<file path="config.mk">
export PLATFORM = sky130hd
export DESIGN_NAME = psmp_parser
export DESIGN_NICKNAME = d
export VERILOG_FILES = /design/src/psmp_pkg.sv /design/src/psmp_parser.sv /design/src/psmp_set_check.sv
export SDC_FILE = /design/constraint.sdc
export NUM_CORES = 1
export LEC_CHECK = 0
export CAP_MARGIN = 40
export CORE_UTILIZATION = 45
export DETAILED_ROUTE_END_ITERATION = 8
export DONT_BUFFER_PORTS = 1
export SYNTH_ARGS = -nofsm -noshare
export SYNTH_HDL_FRONTEND = slang
export SYNTH_SLANG_ARGS = --single-unit
</file>
<file path="constraint.sdc">
create_clock -name clock -period 10.9 [get_ports clock]
set_input_delay 2.725 -clock clock [delete_from_list [all_inputs] [get_ports clock]]
set_output_delay 2.725 -clock clock [all_outputs]
set_load 0.05 [all_outputs]
</file>
<file path="src/psmp_pkg.sv">
// package: constants and types of the message segment parser
package psmp_pkg;

  // ---------------------------------------------------------------
  // message and segment header layout
  // ---------------------------------------------------------------
  localparam logic [15:0] HDR_LAST      = 16'h0013;
  localparam logic [15:0] HDR_MAJ_POS   = 16'h0004;
  localparam logic [15:0] HDR_MIN_POS   = 16'h0005;
  localparam logic [15:0] HDR_VEN_HI    = 16'h0006;
  localparam logic [15:0] HDR_VEN_LO    = 16'h0007;
  localparam logic [15:0] SEGH_KIND_POS = 16'h0000;
  localparam logic [15:0] SEGH_FLAG_POS = 16'h0001;
  localparam logic [15:0] SEGH_LEN_A    = 16'h0002;
  localparam logic [15:0] SEGH_LAST     = 16'h0003;
  localparam logic [15:0] LEN_TO_END    = 16'h0000;
  localparam int          FLAG_LE_BIT   = 0;

  // ---------------------------------------------------------------
  // segment kind codes
  // ---------------------------------------------------------------
  localparam logic [7:0] K_DATA            = 8'h01;
  localparam logic [7:0] K_DATA_FRAGMENT   = 8'h02;
  localparam logic [7:0] K_HEARTBEAT       = 8'h03;
  localparam logic [7:0] K_SEGMENT_A       = 8'h04;
  localparam logic [7:0] K_GAP             = 8'h05;
  localparam logic [7:0] K_HB_FRAGMENT     = 8'h06;
  localparam logic [7:0] K_NACK_FRAGMENT   = 8'h07;
  localparam logic [7:0] K_SRC_INFO        = 8'h08;
  localparam logic [7:0] K_REPLY_INFO      = 8'h09;
  localparam logic [7:0] K_DST_INFO        = 8'h0a;
  localparam logic [7:0] K_TS_INFO         = 8'h0b;
  localparam logic [7:0] VENDOR_KIND_MIN   = 8'h80;
  localparam logic [15:0] VENDOR_CODE_UNSET = 16'h0000;

  // ---------------------------------------------------------------
  // body layout: least lengths, set offsets, word positions
  // ---------------------------------------------------------------
  localparam logic [15:0] MIN_TS_INFO    = 16'h0008;
  localparam logic [15:0] MIN_SRC_INFO   = 16'h0014;
  localparam logic [15:0] MIN_DST_INFO   = 16'h000c;
  localparam logic [15:0] MIN_SEGMENT_A  = 16'h0014;
  localparam logic [15:0] MIN_GAP        = 16'h001c;
  localparam logic [15:0] MIN_NACK_FRAG  = 16'h0018;
  localparam logic [15:0] MIN_NONE       = 16'h0000;
  localparam logic [15:0] SET_OFF_SEG_A  = 16'h0008;
  localparam logic [15:0] SET_OFF_GAP    = 16'h0010;
  localparam logic [15:0] SET_OFF_NACKF  = 16'h0010;
  localparam logic [15:0] WORD_LAST      = 16'h0003;
  localparam logic [15:0] WORD2_LAST     = 16'h0007;
  localparam logic [15:0] SEQ_CHK        = 16'h000b;
  localparam logic [15:0] FRAG_CHK       = 16'h0007;
  localparam logic [15:0] TS_HI_LAST     = 16'h0003;
  localparam logic [15:0] TS_LO_LAST     = 16'h0007;
  localparam logic [31:0] SET_MAX_SPAN   = 32'h0000_0100;
  localparam logic signed [63:0] SEQ_MIN_BASE = 64'sh0000_0000_0000_0001;
  localparam logic [31:0] FRAG_MIN_BASE  = 32'h0000_0001;

  // ---------------------------------------------------------------
  // types
  // ---------------------------------------------------------------
  typedef enum logic [2:0] {
    S_IDLE = 3'b000,
    S_HDR  = 3'b001,
    S_SEGH = 3'b010,
    S_BODY = 3'b011,
    S_DROP = 3'b100
  } psmp_state_e;

  typedef enum logic [1:0] {
    C_SKIP   = 2'b00,
    C_ENTITY = 2'b01,
    C_CTX    = 2'b10
  } psmp_class_e;

  typedef struct packed {
    logic       sop;
    logic       eop;
    logic [7:0] data;
  } psmp_byte_s;

  typedef struct packed {
    logic       valid;
    logic       first;
    logic       last;
    logic       abort;
    logic       le;
    logic [7:0] kind;
    logic [7:0] data;
  } psmp_ent_s;

  typedef struct packed {
    logic [7:0]  major;
    logic [7:0]  minor;
    logic [15:0] vendor;
    logic        have_ts;
    logic [63:0] ts;
    logic        dst_seen;
    logic        reply_seen;
  } psmp_ctx_s;

  typedef struct packed {
    psmp_state_e st;
    logic [15:0] cnt;
    logic [15:0] len;
    logic        to_end;
    logic [7:0]  kind;
    logic        le;
    psmp_class_e cls;
    logic [31:0] acc;
    logic [31:0] wa;
    logic [31:0] wb;
    psmp_ctx_s   ctx;
    psmp_ent_s   ent;
    logic        inv;
    logic        done;
  } psmp_state_s;

  localparam psmp_state_s ST_RESET = '0;

endpackage

</file>
<file path="src/psmp_parser.sv">
// module: receive-side segment chain parser of publish-subscribe messages
// Function
// - truncated segment header invalidates the rest of the message.
// - segment length locates next segment; bad length discards message remainder.
// - segment of undefined kind is skipped; parsing resumes at next segment.
// - vendor-range segment from unrecognised vendor is skipped.
// - flag bits other than byte order are ignored, never rejected.
// - next segment always found by length field, never by content size.
// - known segment failing checks invalidates and stops the message.
// - only header and four info segments alter receiver context.
// - entity segments go to endpoints with the context holding then.
// - change sequence numbers are 64-bit two's-complement signed values.
// - lowest valid sequence number is 1; below is invalid.
// - sequence set valid only with minimum at least 1, span at most 256.
// - set members lie between base and base plus 255, as bitmap.
// - fragment indices are 32-bit unsigned, numbered from 1.
// - fragment set valid only with minimum at least 1, span at most 256.
// - protocol revision decoded as separate major and minor numbers.
// - first flag bit selects big-endian when clear, little-endian when set.
// - length zero means last segment running to end of message.
// - receiver context returns to initial values at every message start.
// - header rejected when major revision exceeds the supported one.
`timescale 1ns/100ps
module psmp_parser
  import psmp_pkg::*;
#(
  parameter logic [7:0]  SUPP_MAJOR   = 8'h02,
  parameter logic [7:0]  SUPP_MINOR   = 8'h04,
  // arbitrary value of the one vendor whose private segments are understood
  parameter logic [15:0] KNOWN_VENDOR = 16'h5a5a
)
(
  // clock and reset
  input  wire logic       clock,
  input  wire logic       reset_n,
  input  wire logic       ce,
  // message byte stream
  input  wire logic       in_valid,
  input  wire psmp_byte_s in_byte,
  output logic            in_ready,
  // entity segment stream to endpoints
  output psmp_ent_s       ent,
  output psmp_ctx_s       ctx,
  // message events
  output logic            msg_invalid,
  output logic            msg_done
);

  // ---------------------------------------------------------------
  // elaboration checks
  // ---------------------------------------------------------------
  if (SUPP_MAJOR == 8'h00) begin : g_bad_major
    $error("supported major revision must be non-zero");
  end
  if (KNOWN_VENDOR == VENDOR_CODE_UNSET) begin : g_bad_vendor
    $error("known vendor must differ from the unset code");
  end

  // ---------------------------------------------------------------
  // decoding helpers
  // ---------------------------------------------------------------
  function automatic logic [31:0] word_shift(input logic [31:0] acc, input logic [7:0] b, input logic le);
    word_shift = le ? {b, acc[31:8]} : {acc[23:0], b};
  endfunction

  function automatic psmp_class_e kind_class(input logic [7:0] k, input logic vendor_known);
    case (k)
      K_DATA, K_DATA_FRAGMENT, K_HEARTBEAT, K_SEGMENT_A,
      K_GAP, K_HB_FRAGMENT, K_NACK_FRAGMENT: kind_class = C_ENTITY;
      K_SRC_INFO, K_REPLY_INFO, K_DST_INFO, K_TS_INFO: kind_class = C_CTX;
      default: begin
        if (k >= VENDOR_KIND_MIN && vendor_known) kind_class = C_ENTITY;
        else kind_class = C_SKIP;
      end
    endcase
  endfunction

  function automatic logic [15:0] min_len(input logic [7:0] k);
    case (k)
      K_TS_INFO:       min_len = MIN_TS_INFO;
      K_SRC_INFO:      min_len = MIN_SRC_INFO;
      K_DST_INFO:      min_len = MIN_DST_INFO;
      K_SEGMENT_A:     min_len = MIN_SEGMENT_A;
      K_GAP:           min_len = MIN_GAP;
      K_NACK_FRAGMENT: min_len = MIN_NACK_FRAG;
      default:         min_len = MIN_NONE;
    endcase
  endfunction

  function automatic logic [15:0] set_off(input logic [7:0] k);
    case (k)
      K_SEGMENT_A:     set_off = SET_OFF_SEG_A;
      K_GAP:           set_off = SET_OFF_GAP;
      default:         set_off = SET_OFF_NACKF;
    endcase
  endfunction

  function automatic logic has_set(input logic [7:0] k);
    has_set = (k == K_SEGMENT_A) || (k == K_GAP) || (k == K_NACK_FRAGMENT);
  endfunction

  function automatic logic set_is_seq(input logic [7:0] k);
    set_is_seq = (k != K_NACK_FRAGMENT);
  endfunction

  // ---------------------------------------------------------------
  // state and set checker
  // ---------------------------------------------------------------
  psmp_state_s q;
  psmp_state_s d;
  psmp_ctx_s   ctx_init;
  logic [31:0] word_next;
  logic [15:0] len_full;
  logic [15:0] soff;
  logic        seg_last;
  logic        chk_now;
  logic        set_ok;
  logic        bad;
  logic        abort_now;

  psmp_set_check u_set_check (
    .is_seq  (set_is_seq(q.kind)),
    .base_hi (q.wa),
    .base_lo (set_is_seq(q.kind) ? q.wb : q.wa),
    .span    (word_next),
    .ok      (set_ok)
  );

  always_comb begin
    ctx_init = '0;
    ctx_init.major = SUPP_MAJOR;
    ctx_init.minor = SUPP_MINOR;
    ctx_init.vendor = VENDOR_CODE_UNSET;
  end

  // ---------------------------------------------------------------
  // next-state logic
  // ---------------------------------------------------------------
  always_comb begin
    d = q;
    d.ent.valid = 1'b0;
    d.ent.first = 1'b0;
    d.ent.last = 1'b0;
    d.ent.abort = 1'b0;
    d.inv = 1'b0;
    d.done = 1'b0;
    bad = 1'b0;
    abort_now = (q.st == S_BODY) && (q.cls == C_ENTITY);
    word_next = word_shift(q.acc, in_byte.data, q.le);
    len_full = q.le ? {in_byte.data, q.len[7:0]} : {q.len[15:8], in_byte.data};
    seg_last = q.to_end ? in_byte.eop : (q.cnt == q.len - 16'h0001);
    soff = set_off(q.kind);
    chk_now = (q.st == S_BODY) && (q.cls == C_ENTITY) && has_set(q.kind)
              && (q.cnt == soff + (set_is_seq(q.kind) ? SEQ_CHK : FRAG_CHK));
    if (in_valid) begin
      if (in_byte.sop) begin
        // a new start cuts off any message still open
        d.inv = (q.st != S_IDLE) && (q.st != S_DROP);
        d.ent.abort = abort_now;
        d.ctx = ctx_init;
        d.cnt = 16'h0001;
        d.st = S_HDR;
        bad = in_byte.eop;
      end else begin
        d.cnt = q.cnt + 16'h0001;
        case (q.st)
          S_HDR: begin
            if (q.cnt == HDR_MAJ_POS) begin
              d.ctx.major = in_byte.data;
              bad = in_byte.data > SUPP_MAJOR;
            end
            if (q.cnt == HDR_MIN_POS) d.ctx.minor = in_byte.data;
            if (q.cnt == HDR_VEN_HI) d.ctx.vendor[15:8] = in_byte.data;
            if (q.cnt == HDR_VEN_LO) d.ctx.vendor[7:0] = in_byte.data;
            if (q.cnt == HDR_LAST) begin
              d.st = S_SEGH;
              d.cnt = '0;
            end else if (in_byte.eop) begin
              bad = 1'b1;
            end
          end
          S_SEGH: begin
            if (q.cnt == SEGH_KIND_POS) begin
              d.kind = in_byte.data;
              d.cls = kind_class(in_byte.data, q.ctx.vendor == KNOWN_VENDOR);
            end
            // only the byte order bit is kept, the rest never reject
            if (q.cnt == SEGH_FLAG_POS) d.le = in_byte.data[FLAG_LE_BIT];
            if (q.cnt == SEGH_LEN_A) begin
              if (q.le) d.len[7:0] = in_byte.data;
              else d.len[15:8] = in_byte.data;
            end
            if (q.cnt == SEGH_LAST) begin
              d.len = len_full;
              d.to_end = (len_full == LEN_TO_END);
              d.st = S_BODY;
              d.cnt = '0;
              d.acc = '0;
              if (q.cls != C_SKIP && len_full != LEN_TO_END && len_full < min_len(q.kind)) bad = 1'b1;
              if (in_byte.eop && len_full != LEN_TO_END) bad = 1'b1;
            end else if (in_byte.eop) begin
              bad = 1'b1;
            end
          end
          S_BODY: begin
            d.acc = word_next;
            if (in_byte.eop && !seg_last) bad = 1'b1;
            if (in_byte.eop && q.to_end && q.cls != C_SKIP && q.cnt + 16'h0001 < min_len(q.kind)) bad = 1'b1;
            if (q.cls == C_ENTITY) begin
              // context as it stands now travels with the bytes
              d.ent.valid = 1'b1;
              d.ent.first = (q.cnt == '0);
              d.ent.last = seg_last;
              d.ent.le = q.le;
              d.ent.kind = q.kind;
              d.ent.data = in_byte.data;
              if (has_set(q.kind) && q.cnt == soff + WORD_LAST) d.wa = word_next;
              if (has_set(q.kind) && q.cnt == soff + WORD2_LAST) d.wb = word_next;
              if (chk_now && !set_ok) bad = 1'b1;
            end
            if (q.cls == C_CTX) begin
              case (q.kind)
                K_TS_INFO: begin
                  if (q.cnt == TS_HI_LAST) d.ctx.ts[63:32] = word_next;
                  if (q.cnt == TS_LO_LAST) begin
                    d.ctx.ts[31:0] = word_next;
                    d.ctx.have_ts = 1'b1;
                  end
                end
                K_SRC_INFO: begin
                  if (q.cnt == HDR_MAJ_POS) d.ctx.major = in_byte.data;
                  if (q.cnt == HDR_MIN_POS) d.ctx.minor = in_byte.data;
                  if (q.cnt == HDR_VEN_HI) d.ctx.vendor[15:8] = in_byte.data;
                  if (q.cnt == HDR_VEN_LO) d.ctx.vendor[7:0] = in_byte.data;
                end
                K_DST_INFO: d.ctx.dst_seen = 1'b1;
                K_REPLY_INFO: d.ctx.reply_seen = 1'b1;
                default: d.ctx = q.ctx;
              endcase
            end
            if (seg_last) begin
              d.st = S_SEGH;
              d.cnt = '0;
            end
          end
          S_DROP: d.st = S_DROP;
          default: d.st = S_IDLE;
        endcase
      end
      if (bad) begin
        d.inv = 1'b1;
        d.ent.valid = 1'b0;
        d.ent.abort = abort_now;
        d.st = in_byte.eop ? S_IDLE : S_DROP;
      end else if (in_byte.eop) begin
        d.done = (q.st == S_HDR) || (q.st == S_SEGH) || (q.st == S_BODY) || in_byte.sop;
        d.st = S_IDLE;
      end
    end
  end

  always_ff @(posedge clock or negedge reset_n) begin
    if (!reset_n) begin
      q <= ST_RESET;
    end else if (ce) begin
      q <= d;
    end
  end

  // no downstream stall: a byte is taken on every enabled cycle
  assign in_ready    = ce;
  assign ent         = q.ent;
  assign ctx         = q.ctx;
  assign msg_invalid = q.inv;
  assign msg_done    = q.done;
endmodule

</file>
<file path="src/psmp_set_check.sv">
// module: validity check of a sequence or fragment bitmap set
`timescale 1ns/100ps
module psmp_set_check
  import psmp_pkg::*;
(
  // set kind
  input  wire logic        is_seq,
  // captured words
  input  wire logic [31:0] base_hi,
  input  wire logic [31:0] base_lo,
  input  wire logic [31:0] span,
  // verdict
  output logic             ok
);

  logic signed [63:0] seq_base;
  logic               base_ok;

  // sequence base is signed over the full 64-bit range
  assign seq_base = {base_hi, base_lo};
  assign base_ok  = is_seq ? (seq_base >= SEQ_MIN_BASE) : (base_lo >= FRAG_MIN_BASE);
  // a span of at most 256 bits keeps every member within base..base+255
  assign ok       = base_ok && (span <= SET_MAX_SPAN);

endmodule

</file>
==> results of run 1 <==
## placed cells by master (no fill, tap or decap), types with 6 or more instances in the layout
master,instances
dfrtp_1,264
mux2_2,137
nand2_1,111
nor2_1,74
o21ai_0,67
mux2i_1,64
inv_1,49
o31ai_1,36
nor4_1,30
a21oi_1,30
clkbuf_16,30
nor3_1,26
xnor2_1,23
nand4_1,19
nand3_1,18
nand2b_1,12
xor2_1,11
ha_1,11
nor2b_1,10
buf_4,10
and3_1,8
a22o_1,7
or3_1,6
and4_1,6
a31oi_1,6
clkbuf_1,6
## per-stage QoR
stage	util [%]	hold WS, ns	total power, mW	cells	area, um2
4_1_cts	47.5	0.484	2.31	1572	14200
3_3_place_gp	43.9	0.460	1.30	1514	13200
3_5_place_dp	44.2	0.470	1.31	1519	13200
6_report	47.5	0.480	2.28	1572	14200
2_1_floorplan	-	0.442	1.31	1319	13800
5_1_grt	47.5	0.505	2.37	1572	14200
## flip-flops by register name, summed over array words and instances (netlist names)
signal and flops:
q 143, ctx 99, ent 21, msg_done 1
msg_invalid 1
## kinds of logic (layout without fill, tap and decap cells)
kind of cell | after synthesis | count (layout) | share of synthesized area, %
AOI/OAI and AO/OA | 187 | 187 | 8.77
xor gates and xnor gates | 35 | 35 | 2.32
adders and majority gates | 11 | 11 | 0.995
buffers and inverters | 253 | 116 | 10.4
DFF | 265 | 265 | 47.9
muxes | 202 | 202 | 15.9
and+or+nand+nor | 366 | 366 | 13.7
## synth_stat cells, drive strengths merged (3+ instances only)
cell     count  area share, %
nand3       18           0.65
nor3b        6           0.36
o21ai       68            2.5
nand3b       5           0.27
or4          8           0.49
nand2b      12           0.54
a211oi       5           0.31
o41ai        3           0.24
dfrtp      265             48
o311ai       4           0.25
nor3        28            1.0
mux2i       64            4.6
and2         4           0.18
nor4        34            1.7
a21oi       30            1.1
a2111oi      3           0.19
a22o         7           0.44
xor2        11           0.70
ha          11            1.0
a31oi        6           0.27
o31ai       36            2.0
and3         8           0.36
a22oi        3           0.16
o22ai        3           0.14
nor2        76            2.1
xnor2       23            1.5
clkbuf      59            1.6
nand2      111            3.0
nor4b        4           0.30
nor2b       10           0.45
buf        145            7.5
and4         6           0.38
or3          6           0.27
mux2       138             11
nand4       19           0.86
inv         49            1.3
## path summary, 6_finish.rpt
path / endpoint / startpoint / depth (start not counted)
worst min register to register: q[123] / q[123] / 2
worst min-delay path: q[123] / q[123] / 2
worst max-delay path: in_ready / ce / 0
max in group asynchronous: q[220] / reset_n / 0
worst max register to register: msg_invalid / q[226] / 12
min in group asynchronous: q[242] / reset_n / 0
## layer usage
metal,vias to the layer above,routed length (um)
met4,0,811
met2,260,16100
met1,4623,15100
met3,65,1820
li1,4185,-
met5,-,0
## cell type report
class	instances	area, um2
clock buffers	41	842
multi-input cells	801	5790
well taps	390	488
fillers	2811	15700
flip-flops and latches	265	6630
inverters	49	184
repair buffers	14	150
clock inverters	12	146
## power breakdown
group	internal, mW	total [mW]	switching (mW)
Clock	0.588	0.996	0.408
Combinational	0.0563	0.125	0.0684
Sequential	1.02	1.16	0.146
Total	1.66	2.28	0.622
==> metrics.yaml, run 1 <==
status:
  outcome: "finished, final reports clean"
critical_path:
  reg2reg_slack_ns: 6.79
  cp-end-kind: "primary output"
  crit_path_start_kind: "input pin"
  worstPathRequired_ns: 8.18
  path_class: "input pin to primary output"
  arrival_ns: 2.73
  critical_path_peak_fanout: 5
sta:
  period_share_pct: 50.0
  slew_headroom_pct: 42.0
  fin_crit_ns: 5.45
  setup_viol: 0
  hold_viol_final: 0
  rsz0062_at_grt: "false"
  fmax_ghz: 0.183
  skew_ns: 0.0192
  slew_viol_final: 0
  setup_ws_ns: 5.45
  tightest_slew_ns: 0.868
  tns_ns: 0
detailed_routing:
  drt_iter0_drc: 786
  detail_route.wirelength_um: 33900
  routed_via_density: 5.81
  postRouteAntennaNets: 0
  first_pass_iters: 7
  wl_per_cell_um: 21.5
  drc_errors: 0
  vias: 9133
global_route:
  grt-busiest-layer: "met2"
  grt_max_degree: 266
  grt_pass1_vias: 9044
  antenna_found_initial: 0
  grtUsageMet1_pct: 29.6
  gr-total-overflow: 0
  gr-usage-met3_pct: 3.81
  use_met2_pct: 35.0
  grt_pass1_wl_um: 53100
  grt_use_total_pct: 21.6
yosys:
  dominantRegCellSynth: "dfrtp_1"
  synth_edf_count: 0
  avgSynthCellArea_um2: 10.5
  synth-warning-count: 0
  async_flop_share_pct: 100
  synth_cells: 1319
  synth.distinct_cells: 71
  ys_seq_elements: 265
  synthesis.area_mm2: 0.0138
  synth_nets: 1344
  synth_seq_area_share_pct: 47.9
layout:
  antennaDiodeCount: 0
  synthToLayoutAreaGrowth_pct: 2.89
  layout-drive-gt1-share_pct: 18.6
  final_nets: 1186
clock_tree:
  clk_pin_slew_ns: 0.06
  clockRootBuffer: "clkbuf_16"
  htreeDepth: 1
  cts_tree: "yes"
  cts_num_sinks: 265
  cts_max_path_buffers: 3
  cts_hold_buffers: 0
  clkLatencyLatePin_ns: 0.57
  cts_buffers: 30
  ctsResizeCount: 0
  post_cts_buffers: 0
worst_hold_path:
  holdCritPathClass: "register to register"
placed_design:
  gp_congestion: 0.967
  port_buffers: 0
  place_ws_ns: 5.45
  hpwl_um: 22700
die:
  die_h_um: 177
  dieArea_mm2: 0.0314
  start_util_pct: 46.2
  rows: 63
  io_pins: 137
  fp.dieW_um: 177
  coreArea_mm2: 0.0300
run:
  drv_cap: 0
power:
  leakage_nw: 6.32
  ir_drop_mv: 0.116
  p_per_area_mw_per_mm2: 161
No activity file was read; power rests on OpenSTA's default activity.
==> run 2, diff against run 1 <==
==> constraint.sdc (replaced) <==
create_clock -name clock -period 5.64 [get_ports clock]
set_input_delay 1.41 -clock clock [delete_from_list [all_inputs] [get_ports clock]]
set_output_delay 1.41 -clock clock [all_outputs]
set_load 0.05 [all_outputs]
==> run 2 against run 1 <==
Effect of this change:
- register-to-register slack got worse by 5.3 ns
- non-clock buffer count rose by 7
- flip-flop and latch count stayed put
- critical path type is now register to register
==> metrics.yaml, run 2 (synthesis gave the netlist of run 1 again) <==
clock_tree:
  htreeDepth: 1
  ctsResizeCount: 0
  cts_hold_buffers: 0
  cts_buffers: 29
  cts_tree: "yes"
  clockRootBuffer: "clkbuf_16"
  cts_max_path_buffers: 3
  cts_num_sinks: 265
  clkLatencyLatePin_ns: 0.56
  clk_pin_slew_ns: 0.06
  post_cts_buffers: 0
detailed_routing:
  drt_iter0_drc: 860
  detail_route.wirelength_um: 33800
  drc_errors: 0
  postRouteAntennaNets: 0
  wl_per_cell_um: 21.4
  routed_via_density: 5.73
  first_pass_iters: 5
  vias: 9031
status:
  outcome: "finished, final reports clean"
sta:
  tightest_slew_ns: 0.952
  tns_ns: 0
  holdWs_ns: 0.478
  setup_viol: 0
  fmax_ghz: 0.241
  fin_crit_ns: 4.15
  slew_headroom_pct: 36.5
  period_share_pct: 73.5
  slew_viol_final: 0
  hold_viol_final: 0
  rsz0062_at_grt: "false"
  skew_ns: 0.0104
global_route:
  gr-usage-met3_pct: 2.87
  antenna_found_initial: 0
  grt_pass1_wl_um: 52900
  grt_max_degree: 266
  grt_pass1_vias: 8989
  grt-busiest-layer: "met2"
  grtUsageMet1_pct: 30.6
  use_met2_pct: 34.8
  gr-total-overflow: 0
  grt_use_total_pct: 21.6
die:
  dieArea_mm2: 0.0314
  die_h_um: 177
  fp.dieW_um: 177
  rows: 63
  coreArea_mm2: 0.0300
  io_pins: 137
  start_util_pct: 46.2
layout:
  fin_util_pct: 47.6
  top_register: "q"
  final_nets: 1192
  synthToLayoutAreaGrowth_pct: 3.16
  largest_reg_flops: 143
  final_cell_mix: "dfrtp_1 (264), mux2_2 (137), nand2_1 (111)"
  layout_commonest_cell: "dfrtp_1"
  postLayoutCellArea_mm2: 0.0143
  antennaDiodeCount: 0
  layout-drive-gt1-share_pct: 19.0
placed_design:
  port_buffers: 0
  hpwl_um: 23100
  gp_congestion: 0.929
  place_area_mm2: 0.0133
power:
  power_frac_comb_pct: 5.5
  switching_share_pct: 27.1
  leakage_nw: 6.36
  pwr-share-seq_pct: 51.1
  ir_drop_mv: 0.206
  p_per_area_mw_per_mm2: 309
  internal_power_mw: 3.21
  clkPwrFrac_pct: 43.4
  p_switching_mw: 1.20
  power.total_mw: 4.41
critical_path:
  worstPathRequired_ns: 6.10
  critical_path_peak_fanout: 7
  path_class: "register to register"
  crit_path_start_kind: "register"
  cp-end-kind: "register"
  arrival_ns: 4.61
  reg2reg_slack_ns: 1.49
run:
  drv_cap: 0
worst_hold_path:
  holdCritPathClass: "register to register"
run 2: cell type report:
type / instances / area [um2]
inverters: 49 / 184
well taps: 390 / 488
clock buffers: 38 / 800
clock inverters: 12 / 160
fillers: 2771 / 15700
repair buffers: 21 / 215
flip-flops and latches: 265 / 6630
multi-input cells: 801 / 5790
run 2: power by group through the flow:
stage / Sequential [mW] / Combinational [mW] / Clock, mW
after CTS: 2.25 / 0.244 / 1.96
after global routing: 2.26 / 0.267 / 2.02
after detailed placement: 2.29 / 0.243 / 0
final: 2.25 / 0.244 / 1.91
after floorplan: 2.05 / 0.483 / 0
after global placement: 2.28 / 0.238 / 0
run 2: path summary, 6_finish.rpt:
path	cells after the start	end	from
worst max-delay path	12	msg_invalid	q[226]
worst min-delay path	2	q[136]	q[136]
worst max register to register	12	msg_invalid	q[226]
worst min register to register	2	q[136]	q[136]
max in group asynchronous	0	q[154]	reset_n
min in group asynchronous	0	q[254]	reset_n
run 2: layer usage:
layer	vias to the layer above	part of all wire [%]	wire, um
li1	4211	-	-
met1	4520	45	15200
met2	258	48	16200
met3	42	5.1	1730
met4	0	1.9	642
met5	-	0	0
run 2: through the flow:
| step | setup WS (ns) | cells |
|---|---|---|
| finish | 1.49 | 1576 |
| global route | 1.00 | 1576 |
| CTS | 1.53 | 1576 |
| detailed placement | 1.57 | 1526 |
| global placement | 1.62 | 1521 |
| floorplan | 1.82 | 1319 |
run 2: worst max-delay path, cell delays in order, from the launching register on:
cell       delay, ns
dfrtp_1         0.40
nor4_2          0.62
nand3b_1        0.27
o21ai_0         0.21
nand2b_1        0.15
ha_1            0.21
or4b_2          0.66
a2111oi_0       0.49
a21oi_1         0.16
o21ai_0         0.28
nor3_1          0.13
and3_1          0.23
o32ai_2         0.25
